[src/common/eeprom_ctl_pkg.sv]
// constants, field layout and types for the eeprom program/erase control block
package eeprom_ctl_pkg;
	localparam int AXI_AW = 18;
	localparam int AXI_DW = 32;
	localparam int IDX_W = 16;
	localparam int ADDR_LSB = 2;
	localparam int ARR_AW = 9;
	localparam int BYTE_W = 8;
	// register indices; byte address is four times the index
	localparam logic [IDX_W-1:0] CTRL_IDX = 16'hFE1B;
	localparam logic [IDX_W-1:0] NVB_IDX = 16'hFE1C;
	localparam logic [IDX_W-1:0] SHADOW_IDX = 16'hFE1F;
	localparam logic [IDX_W-1:0] ARRAY_FIRST_IDX = 16'h0800;
	localparam logic [IDX_W-1:0] ARRAY_LAST_IDX = 16'h09FF;
	// nv_program_control fields
	localparam int CB_SPARE = 7;
	localparam int CB_PDOWN = 6;
	localparam int CB_MODE_HI = 5;
	localparam int CB_MODE_LO = 4;
	localparam int CB_LATCH = 3;
	localparam int CB_AUTO = 1;
	localparam int CB_HVEN = 0;
	// array_config_shadow fields
	localparam int SB_SEC = 4;
	localparam int SB_BP_HI = 3;
	localparam int SB_BP_LO = 0;
	// block geometry and secured region (array offsets)
	localparam int BLK_HI = 8;
	localparam int BLK_LO = 7;
	localparam logic [BLK_LO-1:0] BLK_FIRST = 7'h00;
	localparam logic [BLK_LO-1:0] BLK_LAST = 7'h7F;
	localparam logic [ARR_AW-1:0] ARR_FIRST = 9'h000;
	localparam logic [ARR_AW-1:0] ARR_LAST = 9'h1FF;
	localparam logic [ARR_AW-1:0] SEC_REGION_LO = 9'h0F0;
	localparam logic [ARR_AW-1:0] SEC_REGION_HI = 9'h0FF;
	localparam logic [BYTE_W-1:0] ERASED_BYTE = 8'hFF;
	localparam logic [BYTE_W-1:0] NV_FACTORY = 8'h10;
	localparam logic [1:0] RESP_OKAY = 2'h0;
	localparam logic [1:0] RESP_SLVERR = 2'h2;
	// timing
	localparam int CLK_PERIOD_NS = 5;
	localparam int OP_TIME_NS = 10000;
	localparam int OP_CYCLES = OP_TIME_NS / CLK_PERIOD_NS;
	typedef enum logic [1:0] {
		MODE_BYTE_PROG = 2'h0,
		MODE_BYTE_ERASE = 2'h1,
		MODE_BLOCK_ERASE = 2'h2,
		MODE_BULK_ERASE = 2'h3
	} op_mode_e;
	typedef enum logic [1:0] {
		SEQ_IDLE = 2'h0,
		SEQ_RUN = 2'h1,
		SEQ_APPLY = 2'h3,
		SEQ_DONE = 2'h2
	} seq_state_e;
endpackage : eeprom_ctl_pkg

[src/rtl/eeprom_store.sv]
// byte array storage with registered read data
`timescale 1ns/100ps
module eeprom_store #(
	parameter int AW = 9,
	parameter int DW = 8
) (
	input wire logic aclk,
	input wire logic wr_en,
	input wire logic [AW-1:0] wr_addr,
	input wire logic [DW-1:0] wr_data,
	input wire logic rd_en,
	input wire logic [AW-1:0] rd_addr,
	output logic [DW-1:0] rd_data
);
	logic [DW-1:0] mem [2**AW];

	always_ff @(posedge aclk) begin
		if (wr_en) begin
			mem[wr_addr] <= wr_data;
		end
	end

	always_ff @(posedge aclk) begin
		if (rd_en) begin
			rd_data <= mem[rd_addr];
		end
	end
endmodule : eeprom_store

[src/rtl/eeprom_program_erase_control.sv]
// program/erase control for the byte-wide eeprom array with an axi4-lite register slave
// Operation
// - latch only writes that address the array
// - newest captured address and data win
// - latched read returns data, captures read address
// - block and bulk erase spare config byte
// - enable set ignored without latch or target
// - enable starts sequence, freezes mode selection
// - clearing both bits clears only enable
// - latch stays set while enable set
// - wait mode leaves the sequence running
// - stop halts, removes pump, restarts, blocks access
// - stop with both clear aborts sequence
// - power-down bit disables array, reset clears
// - mode field codes; protect bit forbids all
// - self-clear bit lets timer clear enable
// - enable drives charge pump when armed
// - one spare read/write bit, no function
// - read-only shadow loaded from config byte
// - shadow holds security bit and protect bits
// - security active low, needs mask option
// - four 128-byte blocks, bit 0 lowest
// - security guards region, erases, config byte
//
// The AXI4-Lite slave port is this design's own decision.
`timescale 1ns/100ps
module eeprom_program_erase_control
	import eeprom_ctl_pkg::*;
#(
	parameter int OP_CYCLES_P = OP_CYCLES
) (
	input wire logic aclk,
	input wire logic aresetn,
	input wire logic [AXI_AW-1:0] awaddr,
	input wire logic [2:0] awprot,
	input wire logic awvalid,
	output logic awready,
	input wire logic [AXI_DW-1:0] wdata,
	input wire logic [AXI_DW/8-1:0] wstrb,
	input wire logic wvalid,
	output logic wready,
	output logic [1:0] bresp,
	output logic bvalid,
	input wire logic bready,
	input wire logic [AXI_AW-1:0] araddr,
	input wire logic [2:0] arprot,
	input wire logic arvalid,
	output logic arready,
	output logic [AXI_DW-1:0] rdata,
	output logic [1:0] rresp,
	output logic rvalid,
	input wire logic rready,
	input wire logic stop_mode,
	input wire logic security_mask_option,
	output logic charge_pump_on,
	output logic array_powered
);
	localparam int TW = $clog2(OP_CYCLES_P + 1);

	logic spare_bit_r, array_power_down_r, bus_latch_enable_r, auto_clear_r;
	logic high_voltage_enable_r;
	op_mode_e mode_r;
	logic [ARR_AW-1:0] cap_addr_r;
	logic [BYTE_W-1:0] cap_data_r;
	logic cap_nv_r, cap_valid_r;
	logic [BYTE_W-1:0] nv_byte_r, shadow_r;
	logic sec_opt_r;
	seq_state_e state_r;
	logic [TW-1:0] timer_r;
	logic [ARR_AW-1:0] walk_r, walk_end_r;
	logic phase_r, spoil_r, block_r, hv_r;
	logic bvalid_r, rvalid_r, rd_pend_r, rd_mem_r;
	logic [1:0] bresp_r, rresp_r, rresp_nxt;
	logic [BYTE_W-1:0] rd_imm_r, rbyte_r, rd_imm, mem_rd;
	logic rd_from_mem;

	logic [IDX_W-1:0] w_idx, r_idx;
	logic w_arr, w_nv, w_ctrl, w_shadow, r_arr, r_nv, r_ctrl, r_shadow;
	logic wr_fire, ar_fire, ctrl_wr, arr_ok, sec_en, hw_clear, stop_hold;
	logic mem_we, walk_allowed;
	logic [BYTE_W-1:0] ctrl_val, mem_wdata;

	assign w_idx = awaddr[ADDR_LSB +: IDX_W];
	assign r_idx = araddr[ADDR_LSB +: IDX_W];
	assign w_arr = (w_idx >= ARRAY_FIRST_IDX) && (w_idx <= ARRAY_LAST_IDX);
	assign r_arr = (r_idx >= ARRAY_FIRST_IDX) && (r_idx <= ARRAY_LAST_IDX);
	assign w_nv = (w_idx == NVB_IDX);
	assign r_nv = (r_idx == NVB_IDX);
	assign w_ctrl = (w_idx == CTRL_IDX);
	assign r_ctrl = (r_idx == CTRL_IDX);
	assign w_shadow = (w_idx == SHADOW_IDX);
	assign r_shadow = (r_idx == SHADOW_IDX);

	// axi handshakes: write address and data taken together
	assign wr_fire = awvalid && wvalid && !bvalid_r;
	assign awready = wr_fire;
	assign wready = wr_fire;
	assign ar_fire = arvalid && !rvalid_r && !rd_pend_r;
	assign arready = ar_fire;
	assign ctrl_wr = wr_fire && w_ctrl && wstrb[0];
	assign arr_ok = !block_r && !array_power_down_r;
	assign sec_en = sec_opt_r && !shadow_r[SB_SEC];
	assign hw_clear = (state_r == SEQ_DONE) && auto_clear_r;
	assign stop_hold = stop_mode && bus_latch_enable_r && high_voltage_enable_r;
	assign ctrl_val = {spare_bit_r, array_power_down_r, mode_r, bus_latch_enable_r, 1'b0,
		auto_clear_r, high_voltage_enable_r};

	// strap capture, mask option for security
	always_ff @(posedge aclk) begin
		if (!aresetn) begin
			sec_opt_r <= 1'b0;
		end else begin
			sec_opt_r <= security_mask_option;
		end
	end

	// control register fields
	always_ff @(posedge aclk) begin
		if (!aresetn) begin
			spare_bit_r <= 1'b0;
			array_power_down_r <= 1'b0;
			auto_clear_r <= 1'b0;
			mode_r <= MODE_BYTE_PROG;
			bus_latch_enable_r <= 1'b0;
		end else if (ctrl_wr) begin
			spare_bit_r <= wdata[CB_SPARE];
			array_power_down_r <= wdata[CB_PDOWN];
			auto_clear_r <= wdata[CB_AUTO];
			if (!high_voltage_enable_r) begin
				mode_r <= op_mode_e'(wdata[CB_MODE_HI:CB_MODE_LO]);
			end
			bus_latch_enable_r <= wdata[CB_LATCH] || high_voltage_enable_r;
		end
	end

	// high voltage enable
	always_ff @(posedge aclk) begin
		if (!aresetn) begin
			high_voltage_enable_r <= 1'b0;
		end else if (ctrl_wr) begin
			if (!wdata[CB_HVEN]) begin
				high_voltage_enable_r <= 1'b0;
			end else if (bus_latch_enable_r && cap_valid_r) begin
				high_voltage_enable_r <= 1'b1;
			end
		end else if (hw_clear) begin
			high_voltage_enable_r <= 1'b0;
		end
	end

	// captured target address and data
	always_ff @(posedge aclk) begin
		if (!aresetn) begin
			cap_valid_r <= 1'b0;
			cap_nv_r <= 1'b0;
			cap_addr_r <= ARR_FIRST;
			cap_data_r <= ERASED_BYTE;
		end else if (!bus_latch_enable_r) begin
			cap_valid_r <= 1'b0;
		end else if (wr_fire && (w_arr || w_nv) && wstrb[0] && arr_ok
			&& !high_voltage_enable_r) begin
			cap_valid_r <= 1'b1;
			cap_nv_r <= w_nv;
			cap_addr_r <= w_idx[ARR_AW-1:0];
			cap_data_r <= wdata[BYTE_W-1:0];
		end else if (ar_fire && (r_arr || r_nv) && arr_ok && !high_voltage_enable_r) begin
			cap_valid_r <= 1'b1;
			cap_nv_r <= r_nv;
			cap_addr_r <= r_idx[ARR_AW-1:0];
		end
	end

	// an array read during an enabled cycle spoils that cycle
	always_ff @(posedge aclk) begin
		if (!aresetn) begin
			spoil_r <= 1'b0;
		end else if (ar_fire && (r_arr || r_nv) && high_voltage_enable_r) begin
			spoil_r <= 1'b1;
		end else if (state_r == SEQ_IDLE && !high_voltage_enable_r) begin
			spoil_r <= 1'b0;
		end
	end

	// sequencer; processor wait has no input here and never pauses it
	always_ff @(posedge aclk) begin
		if (!aresetn) begin
			state_r <= SEQ_IDLE;
			timer_r <= '0;
			walk_r <= ARR_FIRST;
			walk_end_r <= ARR_FIRST;
			phase_r <= 1'b0;
		end else begin
			unique case (state_r)
				SEQ_IDLE: begin
					timer_r <= '0;
					if (high_voltage_enable_r && !stop_mode) begin
						state_r <= SEQ_RUN;
					end
				end
				SEQ_RUN: begin
					if (!high_voltage_enable_r) begin
						state_r <= SEQ_IDLE;
					end else if (stop_hold) begin
						timer_r <= '0;
					end else if (timer_r == TW'(OP_CYCLES_P - 1)) begin
						state_r <= SEQ_APPLY;
						phase_r <= 1'b0;
						unique case (mode_r)
							MODE_BYTE_PROG, MODE_BYTE_ERASE: begin
								walk_r <= cap_addr_r;
								walk_end_r <= cap_addr_r;
							end
							MODE_BLOCK_ERASE: begin
								walk_r <= {cap_addr_r[BLK_HI:BLK_LO], BLK_FIRST};
								walk_end_r <= {cap_addr_r[BLK_HI:BLK_LO], BLK_LAST};
							end
							MODE_BULK_ERASE: begin
								walk_r <= ARR_FIRST;
								walk_end_r <= ARR_LAST;
							end
						endcase
					end else begin
						timer_r <= timer_r + TW'(1);
					end
				end
				SEQ_APPLY: begin
					if (stop_mode && !bus_latch_enable_r && !high_voltage_enable_r) begin
						state_r <= SEQ_IDLE;
					end else if (stop_hold) begin
						state_r <= SEQ_RUN;
						timer_r <= '0;
					end else if (!phase_r) begin
						phase_r <= 1'b1;
					end else begin
						phase_r <= 1'b0;
						if (walk_r == walk_end_r) begin
							state_r <= SEQ_DONE;
						end else begin
							walk_r <= walk_r + ARR_AW'(1);
						end
					end
				end
				SEQ_DONE: begin
					if (!high_voltage_enable_r) begin
						state_r <= SEQ_IDLE;
					end
				end
			endcase
		end
	end

	// access block after a stop that caught an armed sequence
	always_ff @(posedge aclk) begin
		if (!aresetn) begin
			block_r <= 1'b0;
		end else if (stop_hold && (state_r == SEQ_RUN || state_r == SEQ_APPLY)) begin
			block_r <= 1'b1;
		end else if (state_r == SEQ_DONE || state_r == SEQ_IDLE) begin
			block_r <= 1'b0;
		end
	end

	// charge pump only while armed, sequencing and not stopped
	always_ff @(posedge aclk) begin
		if (!aresetn) begin
			hv_r <= 1'b0;
		end else begin
			hv_r <= high_voltage_enable_r && !stop_mode
				&& (state_r == SEQ_RUN || state_r == SEQ_APPLY);
		end
	end
	assign charge_pump_on = hv_r;
	assign array_powered = !array_power_down_r;

	// per-address protection during the walk
	always_comb begin
		walk_allowed = !shadow_r[SB_BP_LO + walk_r[BLK_HI:BLK_LO]] && !spoil_r;
		if (sec_en && (walk_r >= SEC_REGION_LO) && (walk_r <= SEC_REGION_HI)) begin
			walk_allowed = 1'b0;
		end
		if (sec_en && (mode_r == MODE_BLOCK_ERASE || mode_r == MODE_BULK_ERASE)) begin
			walk_allowed = 1'b0;
		end
	end
	assign mem_we = (state_r == SEQ_APPLY) && phase_r && !cap_nv_r && walk_allowed && !stop_mode;
	assign mem_wdata = (mode_r == MODE_BYTE_PROG) ? (mem_rd & cap_data_r) : ERASED_BYTE;

	eeprom_store #(
		.AW(ARR_AW),
		.DW(BYTE_W)
	) u_store (
		.aclk(aclk),
		.wr_en(mem_we),
		.wr_addr(walk_r),
		.wr_data(mem_wdata),
		.rd_en((state_r == SEQ_APPLY) || (ar_fire && rd_from_mem)),
		.rd_addr((state_r == SEQ_APPLY) ? walk_r : r_idx[ARR_AW-1:0]),
		.rd_data(mem_rd)
	);

	// config byte and its read-only shadow
	always_ff @(posedge aclk) begin
		if (!aresetn) begin
			nv_byte_r <= NV_FACTORY;
		end else if ((state_r == SEQ_APPLY) && phase_r && cap_nv_r && !spoil_r && !sec_en
			&& !stop_mode && (mode_r == MODE_BYTE_PROG || mode_r == MODE_BYTE_ERASE)) begin
			nv_byte_r <= (mode_r == MODE_BYTE_PROG) ? (nv_byte_r & cap_data_r)
				: ERASED_BYTE;
		end
	end

	always_ff @(posedge aclk) begin
		if (!aresetn) begin
			shadow_r <= NV_FACTORY;
		end else if (ar_fire && r_nv && arr_ok && !bus_latch_enable_r) begin
			shadow_r <= nv_byte_r;
		end
	end

	// read data selection
	always_comb begin
		rd_imm = '0;
		rresp_nxt = RESP_OKAY;
		rd_from_mem = 1'b0;
		if (r_ctrl) begin
			rd_imm = ctrl_val;
		end else if (r_shadow) begin
			rd_imm = shadow_r;
		end else if (r_arr || r_nv) begin
			if (block_r) begin
				rresp_nxt = RESP_SLVERR;
			end else if (array_power_down_r) begin
				rd_imm = '0;
			end else if (bus_latch_enable_r) begin
				rd_imm = cap_data_r;
			end else if (r_nv) begin
				rd_imm = nv_byte_r;
			end else begin
				rd_from_mem = 1'b1;
			end
		end else begin
			rresp_nxt = RESP_SLVERR;
		end
	end

	// read channel: answer two cycles after the address is taken
	always_ff @(posedge aclk) begin
		if (!aresetn) begin
			rd_pend_r <= 1'b0;
			rd_mem_r <= 1'b0;
			rd_imm_r <= '0;
			rvalid_r <= 1'b0;
			rresp_r <= RESP_OKAY;
			rbyte_r <= '0;
		end else begin
			rd_pend_r <= ar_fire;
			if (ar_fire) begin
				rd_mem_r <= rd_from_mem;
				rd_imm_r <= rd_imm;
				rresp_r <= rresp_nxt;
			end
			if (rd_pend_r) begin
				rvalid_r <= 1'b1;
				rbyte_r <= rd_mem_r ? mem_rd : rd_imm_r;
			end else if (rready) begin
				rvalid_r <= 1'b0;
			end
		end
	end
	assign rvalid = rvalid_r;
	assign rresp = rresp_r;
	assign rdata = {{(AXI_DW-BYTE_W){1'b0}}, rbyte_r};

	// write response
	always_ff @(posedge aclk) begin
		if (!aresetn) begin
			bvalid_r <= 1'b0;
			bresp_r <= RESP_OKAY;
		end else if (wr_fire) begin
			bvalid_r <= 1'b1;
			if (!(w_arr || w_nv || w_ctrl || w_shadow) || ((w_arr || w_nv) && block_r)) begin
				bresp_r <= RESP_SLVERR;
			end else begin
				bresp_r <= RESP_OKAY;
			end
		end else if (bready) begin
			bvalid_r <= 1'b0;
		end
	end
	assign bvalid = bvalid_r;
	assign bresp = bresp_r;

	chk_pgm_needs_latch: assert property (@(posedge aclk) disable iff (!aresetn)
		$rose(high_voltage_enable_r) |-> $past(bus_latch_enable_r) && $past(cap_valid_r))
		else $error("enable set without latch or target");
	chk_latch_held: assert property (@(posedge aclk) disable iff (!aresetn)
		high_voltage_enable_r |-> bus_latch_enable_r)
		else $error("latch cleared while enable set");
	chk_both_clear: assert property (@(posedge aclk) disable iff (!aresetn)
		ctrl_wr && high_voltage_enable_r && !wdata[CB_HVEN] && !wdata[CB_LATCH]
		|=> !high_voltage_enable_r && bus_latch_enable_r)
		else $error("double clear did not keep latch");
	chk_mode_frozen: assert property (@(posedge aclk) disable iff (!aresetn)
		high_voltage_enable_r && $past(high_voltage_enable_r) |-> $stable(mode_r))
		else $error("mode changed while enabled");
	chk_auto_clear: assert property (@(posedge aclk) disable iff (!aresetn)
		hw_clear && !ctrl_wr |=> !high_voltage_enable_r)
		else $error("self-clear missed");
	chk_pump_stop: assert property (@(posedge aclk) disable iff (!aresetn)
		stop_mode |=> !charge_pump_on)
		else $error("pump on during stop");
	chk_stop_abort: assert property (@(posedge aclk) disable iff (!aresetn)
		stop_mode && !bus_latch_enable_r && !high_voltage_enable_r && state_r != SEQ_IDLE
		|=> state_r == SEQ_IDLE)
		else $error("sequence not aborted in stop");
	chk_cap_outside: assert property (@(posedge aclk) disable iff (!aresetn)
		wr_fire && !(w_arr || w_nv) && !ar_fire && bus_latch_enable_r
		|=> $stable(cap_addr_r) && $stable(cap_data_r))
		else $error("capture from outside array");
	chk_read_capture: assert property (@(posedge aclk) disable iff (!aresetn)
		ar_fire && r_arr && arr_ok && bus_latch_enable_r && !high_voltage_enable_r
		|=> cap_addr_r == $past(r_idx[ARR_AW-1:0]) ##1 rdata[BYTE_W-1:0] == cap_data_r)
		else $error("latched read mismatch");
	chk_nv_bulk: assert property (@(posedge aclk) disable iff (!aresetn)
		state_r == SEQ_APPLY && (mode_r == MODE_BLOCK_ERASE || mode_r == MODE_BULK_ERASE)
		|=> $stable(nv_byte_r))
		else $error("config byte altered by block erase");
	chk_protect_write: assert property (@(posedge aclk) disable iff (!aresetn)
		mem_we |-> !shadow_r[SB_BP_LO + walk_r[BLK_HI:BLK_LO]])
		else $error("write into protected block");
endmodule : eeprom_program_erase_control

[config.mk]
export PLATFORM = sky130hd
export DESIGN_NAME = eeprom_program_erase_control
export DESIGN_NICKNAME = d
export VERILOG_FILES = /design/src/common/eeprom_ctl_pkg.sv /design/src/rtl/eeprom_store.sv /design/src/rtl/eeprom_program_erase_control.sv
export SDC_FILE = /design/constraint.sdc
export NUM_CORES = 2
export LEC_CHECK = 0
export ABC_AREA = 1
export BUFFER_PORTS_ARGS = -buffer_cell sky130_fd_sc_hd__buf_2
export CAP_MARGIN = 0
export CORE_MARGIN = 3
export CORE_UTILIZATION = 40
export CTS_CLUSTER_SIZE = 10
export DETAILED_ROUTE_END_ITERATION = 10
export GPL_ROUTABILITY_DRIVEN = 0
export PLACE_DENSITY_LB_ADDON = 0.3
export SYNTH_ARGS = -nofsm -noshare
export SYNTH_HDL_FRONTEND = slang
export SYNTH_SLANG_ARGS = --single-unit
export TNS_END_PERCENT = 100
[constraint.sdc]
create_clock -name aclk -period 21.2 [get_ports aclk]
set_clock_uncertainty 0.2 [all_clocks]
set_input_delay 2.12 -clock aclk [delete_from_list [all_inputs] [get_ports aclk]]
set_output_delay 2.12 -clock aclk [all_outputs]
set_load 0.02 [all_outputs]
==> results_dict.tcl <==
set metrics [dict create \
    status "finished clean" \
    yosys.area_share.simple_pct 23.5 \
    finalNonFillerCells 20242 \
    critPathSlowestCell "buf_4" \
    crit_buf_inv 7 \
    antenna_found_initial 24 \
    cts_sinks 4204 \
    synth_compound_area_share_pct 0.701 \
    worstPathMaxFanout 108 \
    post_cts_buffers 0 \
    vias_per_cell 5.70 \
    max_slew_margin_pct 13.5 \
    initial_utilization_pct 40.2 \
    async_flop_share_pct 0 \
    cap_violations 0 \
    critPathKind "input pin to flop" \
    fin_hold_ws_ns 0.256 \
    cts_tree "done" \
    clkLatencyLatePin_ns 1.01 \
    min_period_ns 8.41 \
    p_seq_share_pct 50.2 \
    irDropWorstVdd_mv 0.0769 \
    grt_pass1_wl_um 726000 \
    grt_remaining_overflow 0 \
    clkPwrFrac_pct 38.2 \
    final_area_um2 190000 \
    max_stage_delay_ns 0.77 \
    cp_top_family "simple AND/OR/NAND/NOR gates" \
    cts-root-buf "clkbuf_16" \
    busiest_layer "met2" \
    synth_area_um2 172000 \
    yosys.area_share.xor_xnor_pct 0.0457 \
    post-route-period-util_pct 39.7 \
    remaining_drc_errors 0 \
    ys_seq_area_share_pct 72.7 \
    rsz0062_at_grt "no" \
    pin_count 130 \
    crit_top_cell "nand3_1" \
    grt.met3_usage_pct 3.90 \
    power.internal_w 0.0135 \
    grt_pass1_vias 107562 \
    yosys_register_bits 4204 \
    place_area_um2 177000 \
    syn_area_per_cell_um2 11.6 \
    synth-edff-count 4104 \
    critPathLaunchType "input pin" \
    clk_path_buf_depth 4 \
    die_w_um 662 \
    ys_types 43 \
    synthAdderAreaFrac_pct 0.0436 \
    cts_resized 0 \
    rows 240 \
    grt_use_met2_pct 34.3 \
    drt_pass1_iterations 8 \
    final_layout_size_suffix_gt1_share_pct 5.62 \
    synthTopCellsByArea "edfxtp_1 72%, nand3_1 14%, nand2_1 7.7%, clkbuf_1 1.5%, nor2_1 1.4%" \
    clk_pin_slew_ns 0.06 \
    min_path_type "flop to flop" \
    worstPathRequired_ns 21.73 \
    ant_nets 0 \
    post_drt_wl_per_cell_um 24.6 \
    vias 115341 \
    synth_top_area_cell "edfxtp_1" \
    synth_top_flop_cell "edfxtp_1" \
    drv_slew 0 \
    setup_violations 0 \
    synth_top_area_share_pct 71.5 \
    gr-usage-all-layers_pct 22.0 \
    die_area_um2 439000 \
    synth.area.mux_share_pct 0 \
    core_um2 428000 \
    power_switching_w 0.00466 \
    grtUsageMet1_pct 31.3 \
    tns_ns 0 \
    crit_arrival_ns 8.94 \
    path_cells "buf_2 > inv_1 > nand2_4 > nand2_4 > buf_4 > buf_4 > buf_12 > buf_4 > buf_4 > nand2_1 > nand3_1 > nand3_1 > nand3_1 > nand3_1 > nand3_1 > nand3_1 > nand3_1 > nand3_1 > nand2_1" \
    critPathCaptureType "flop" \
    p_sw_share_pct 25.7 \
    combPwrFrac_pct 11.6 \
    max_freq_mhz 119 \
    final_net_count 14573 \
    final_core_util_pct 44.3 \
    hold_viol_final 0 \
    power_leakage_nw 64.2 \
    dp_hpwl_um 269000 \
    grt_max_degree 201 \
    wl_um 498000 \
    synth_top_family_by_area "simple AND/OR/NAND/NOR gates" \
    drtIter0Drc 15324 \
    powerDensity_nw_per_um2 95.7 \
    cts_htree_levels 5 \
    io_buffers 66 \
    worst_pin_slew_ns 1.29 \
    cts_hold_buf 0 \
    yosys_warnings 0 \
    dp_cells 19703 \
    die_y_um 662 \
    area_growth_pct 10.1 \
    numCtsBuffers 462 \
    synth_cells 14825 \
]
==> cells by family after synthesis <==
group,count (synthesis)
adders and majority gates,6
DFF,4204
xor gates and xnor gates,9
and+or+nand+nor,9118
AOI/OAI and AO/OA,205
buffers and inverters,1282
other,1
==> area by class of cell <==
class	instances	area, µm²
inverters	169	666
diodes	8	20.0
flip-flops and latches	4204	125000
clock buffers	503	11900
well taps	5687	7120
multi-input cells	9364	42200
fillers	38789	238000
repair buffers	279	2290
clock inverters	28	375
==> cell usage after synthesis, types with 2 or more instances <==
cell type and instances:
buf_4 28, nand2_1 3557, buf_2 285, a31oi_1 19, inv_2 3, o21a_1 10
o21ai_1 6, edfxtp_1 4104, o21bai_1 6, o21ai_0 63, a21boi_0 2, o22ai_1 4
xor2_1 8, inv_1 161, nand3_1 4878, buf_1 106, o211ai_1 14, nor2_1 633
a21oi_1 61, clkbuf_1 694, ha_1 6, nor3_1 18, o21ai_2 2, nand4_1 20
nor4_1 9, a221oi_1 3, clkinv_1 5, dfxtp_1 100, a211oi_1 6
==> metrics by stage <==
step,total power [W],worst slack (ns)
after global placement,0.0114,12.07
final,0.0182,12.79
after floorplan,0.0107,12.95
after CTS,0.0182,13.16
after global routing,0.0187,12.73
after detailed placement,0.0114,12.12
==> power groups by stage <==
stage / Combinational, W / Clock [W] / Sequential, W
after floorplan: 0.00133 / 0 / 0.00936
after global placement: 0.00206 / 0 / 0.00929
after detailed placement: 0.00208 / 0 / 0.00929
after CTS: 0.00208 / 0.00702 / 0.00912
after global routing: 0.00227 / 0.00733 / 0.00912
final: 0.00210 / 0.00694 / 0.00912
==> cells in the final DEF, fill, tap and decap left out, types with 26 or more instances in the layout <==
cell type / n
edfxtp_1: 4104
o21ai_0: 61
buf_12: 29
buf_4: 184
nand3_1: 4874
clkbuf_1: 34
a21oi_1: 61
conb_1: 26
nand2_1: 3536
inv_1: 159
dfxtp_1: 100
nor2_1: 633
buf_2: 66
clkbuf_16: 468
==> layer usage <==
layer,share of wire [%],up-vias,wire (µm)
li1,-,52194,-
met5,0.017,-,86
met1,41,56698,205000
met3,9.4,837,46800
met2,46,5600,230000
met4,3.4,12,16800
==> flip-flops by register name, summed over array words and instances (netlist names), 2 cells and up <==
signal / count
cap_addr_r: 9
cap_data_r: 8
mode_r: 2
nv_byte_r: 8
rbyte_r: 8
rd_imm_r: 8
shadow_r: 8
state_r: 2
timer_r: 11
u_store.mem: 4096
u_store.rd_data: 8
walk_end_r: 9
walk_r: 9
==> worst paths after layout <==
kind	startpoint	to	slack (ns)	cells after the start
worst max-delay path	araddr[2]	u_store.rd_data[5]	12.79	19
worst min-delay path	auto_clear_r	high_voltage_enable_r	0.26	1
worst max register to register	walk_r[0]	u_store.rd_data[5]	13.15	18
worst min register to register	auto_clear_r	high_voltage_enable_r	0.26	1
(Power assumes the default switching activity.)
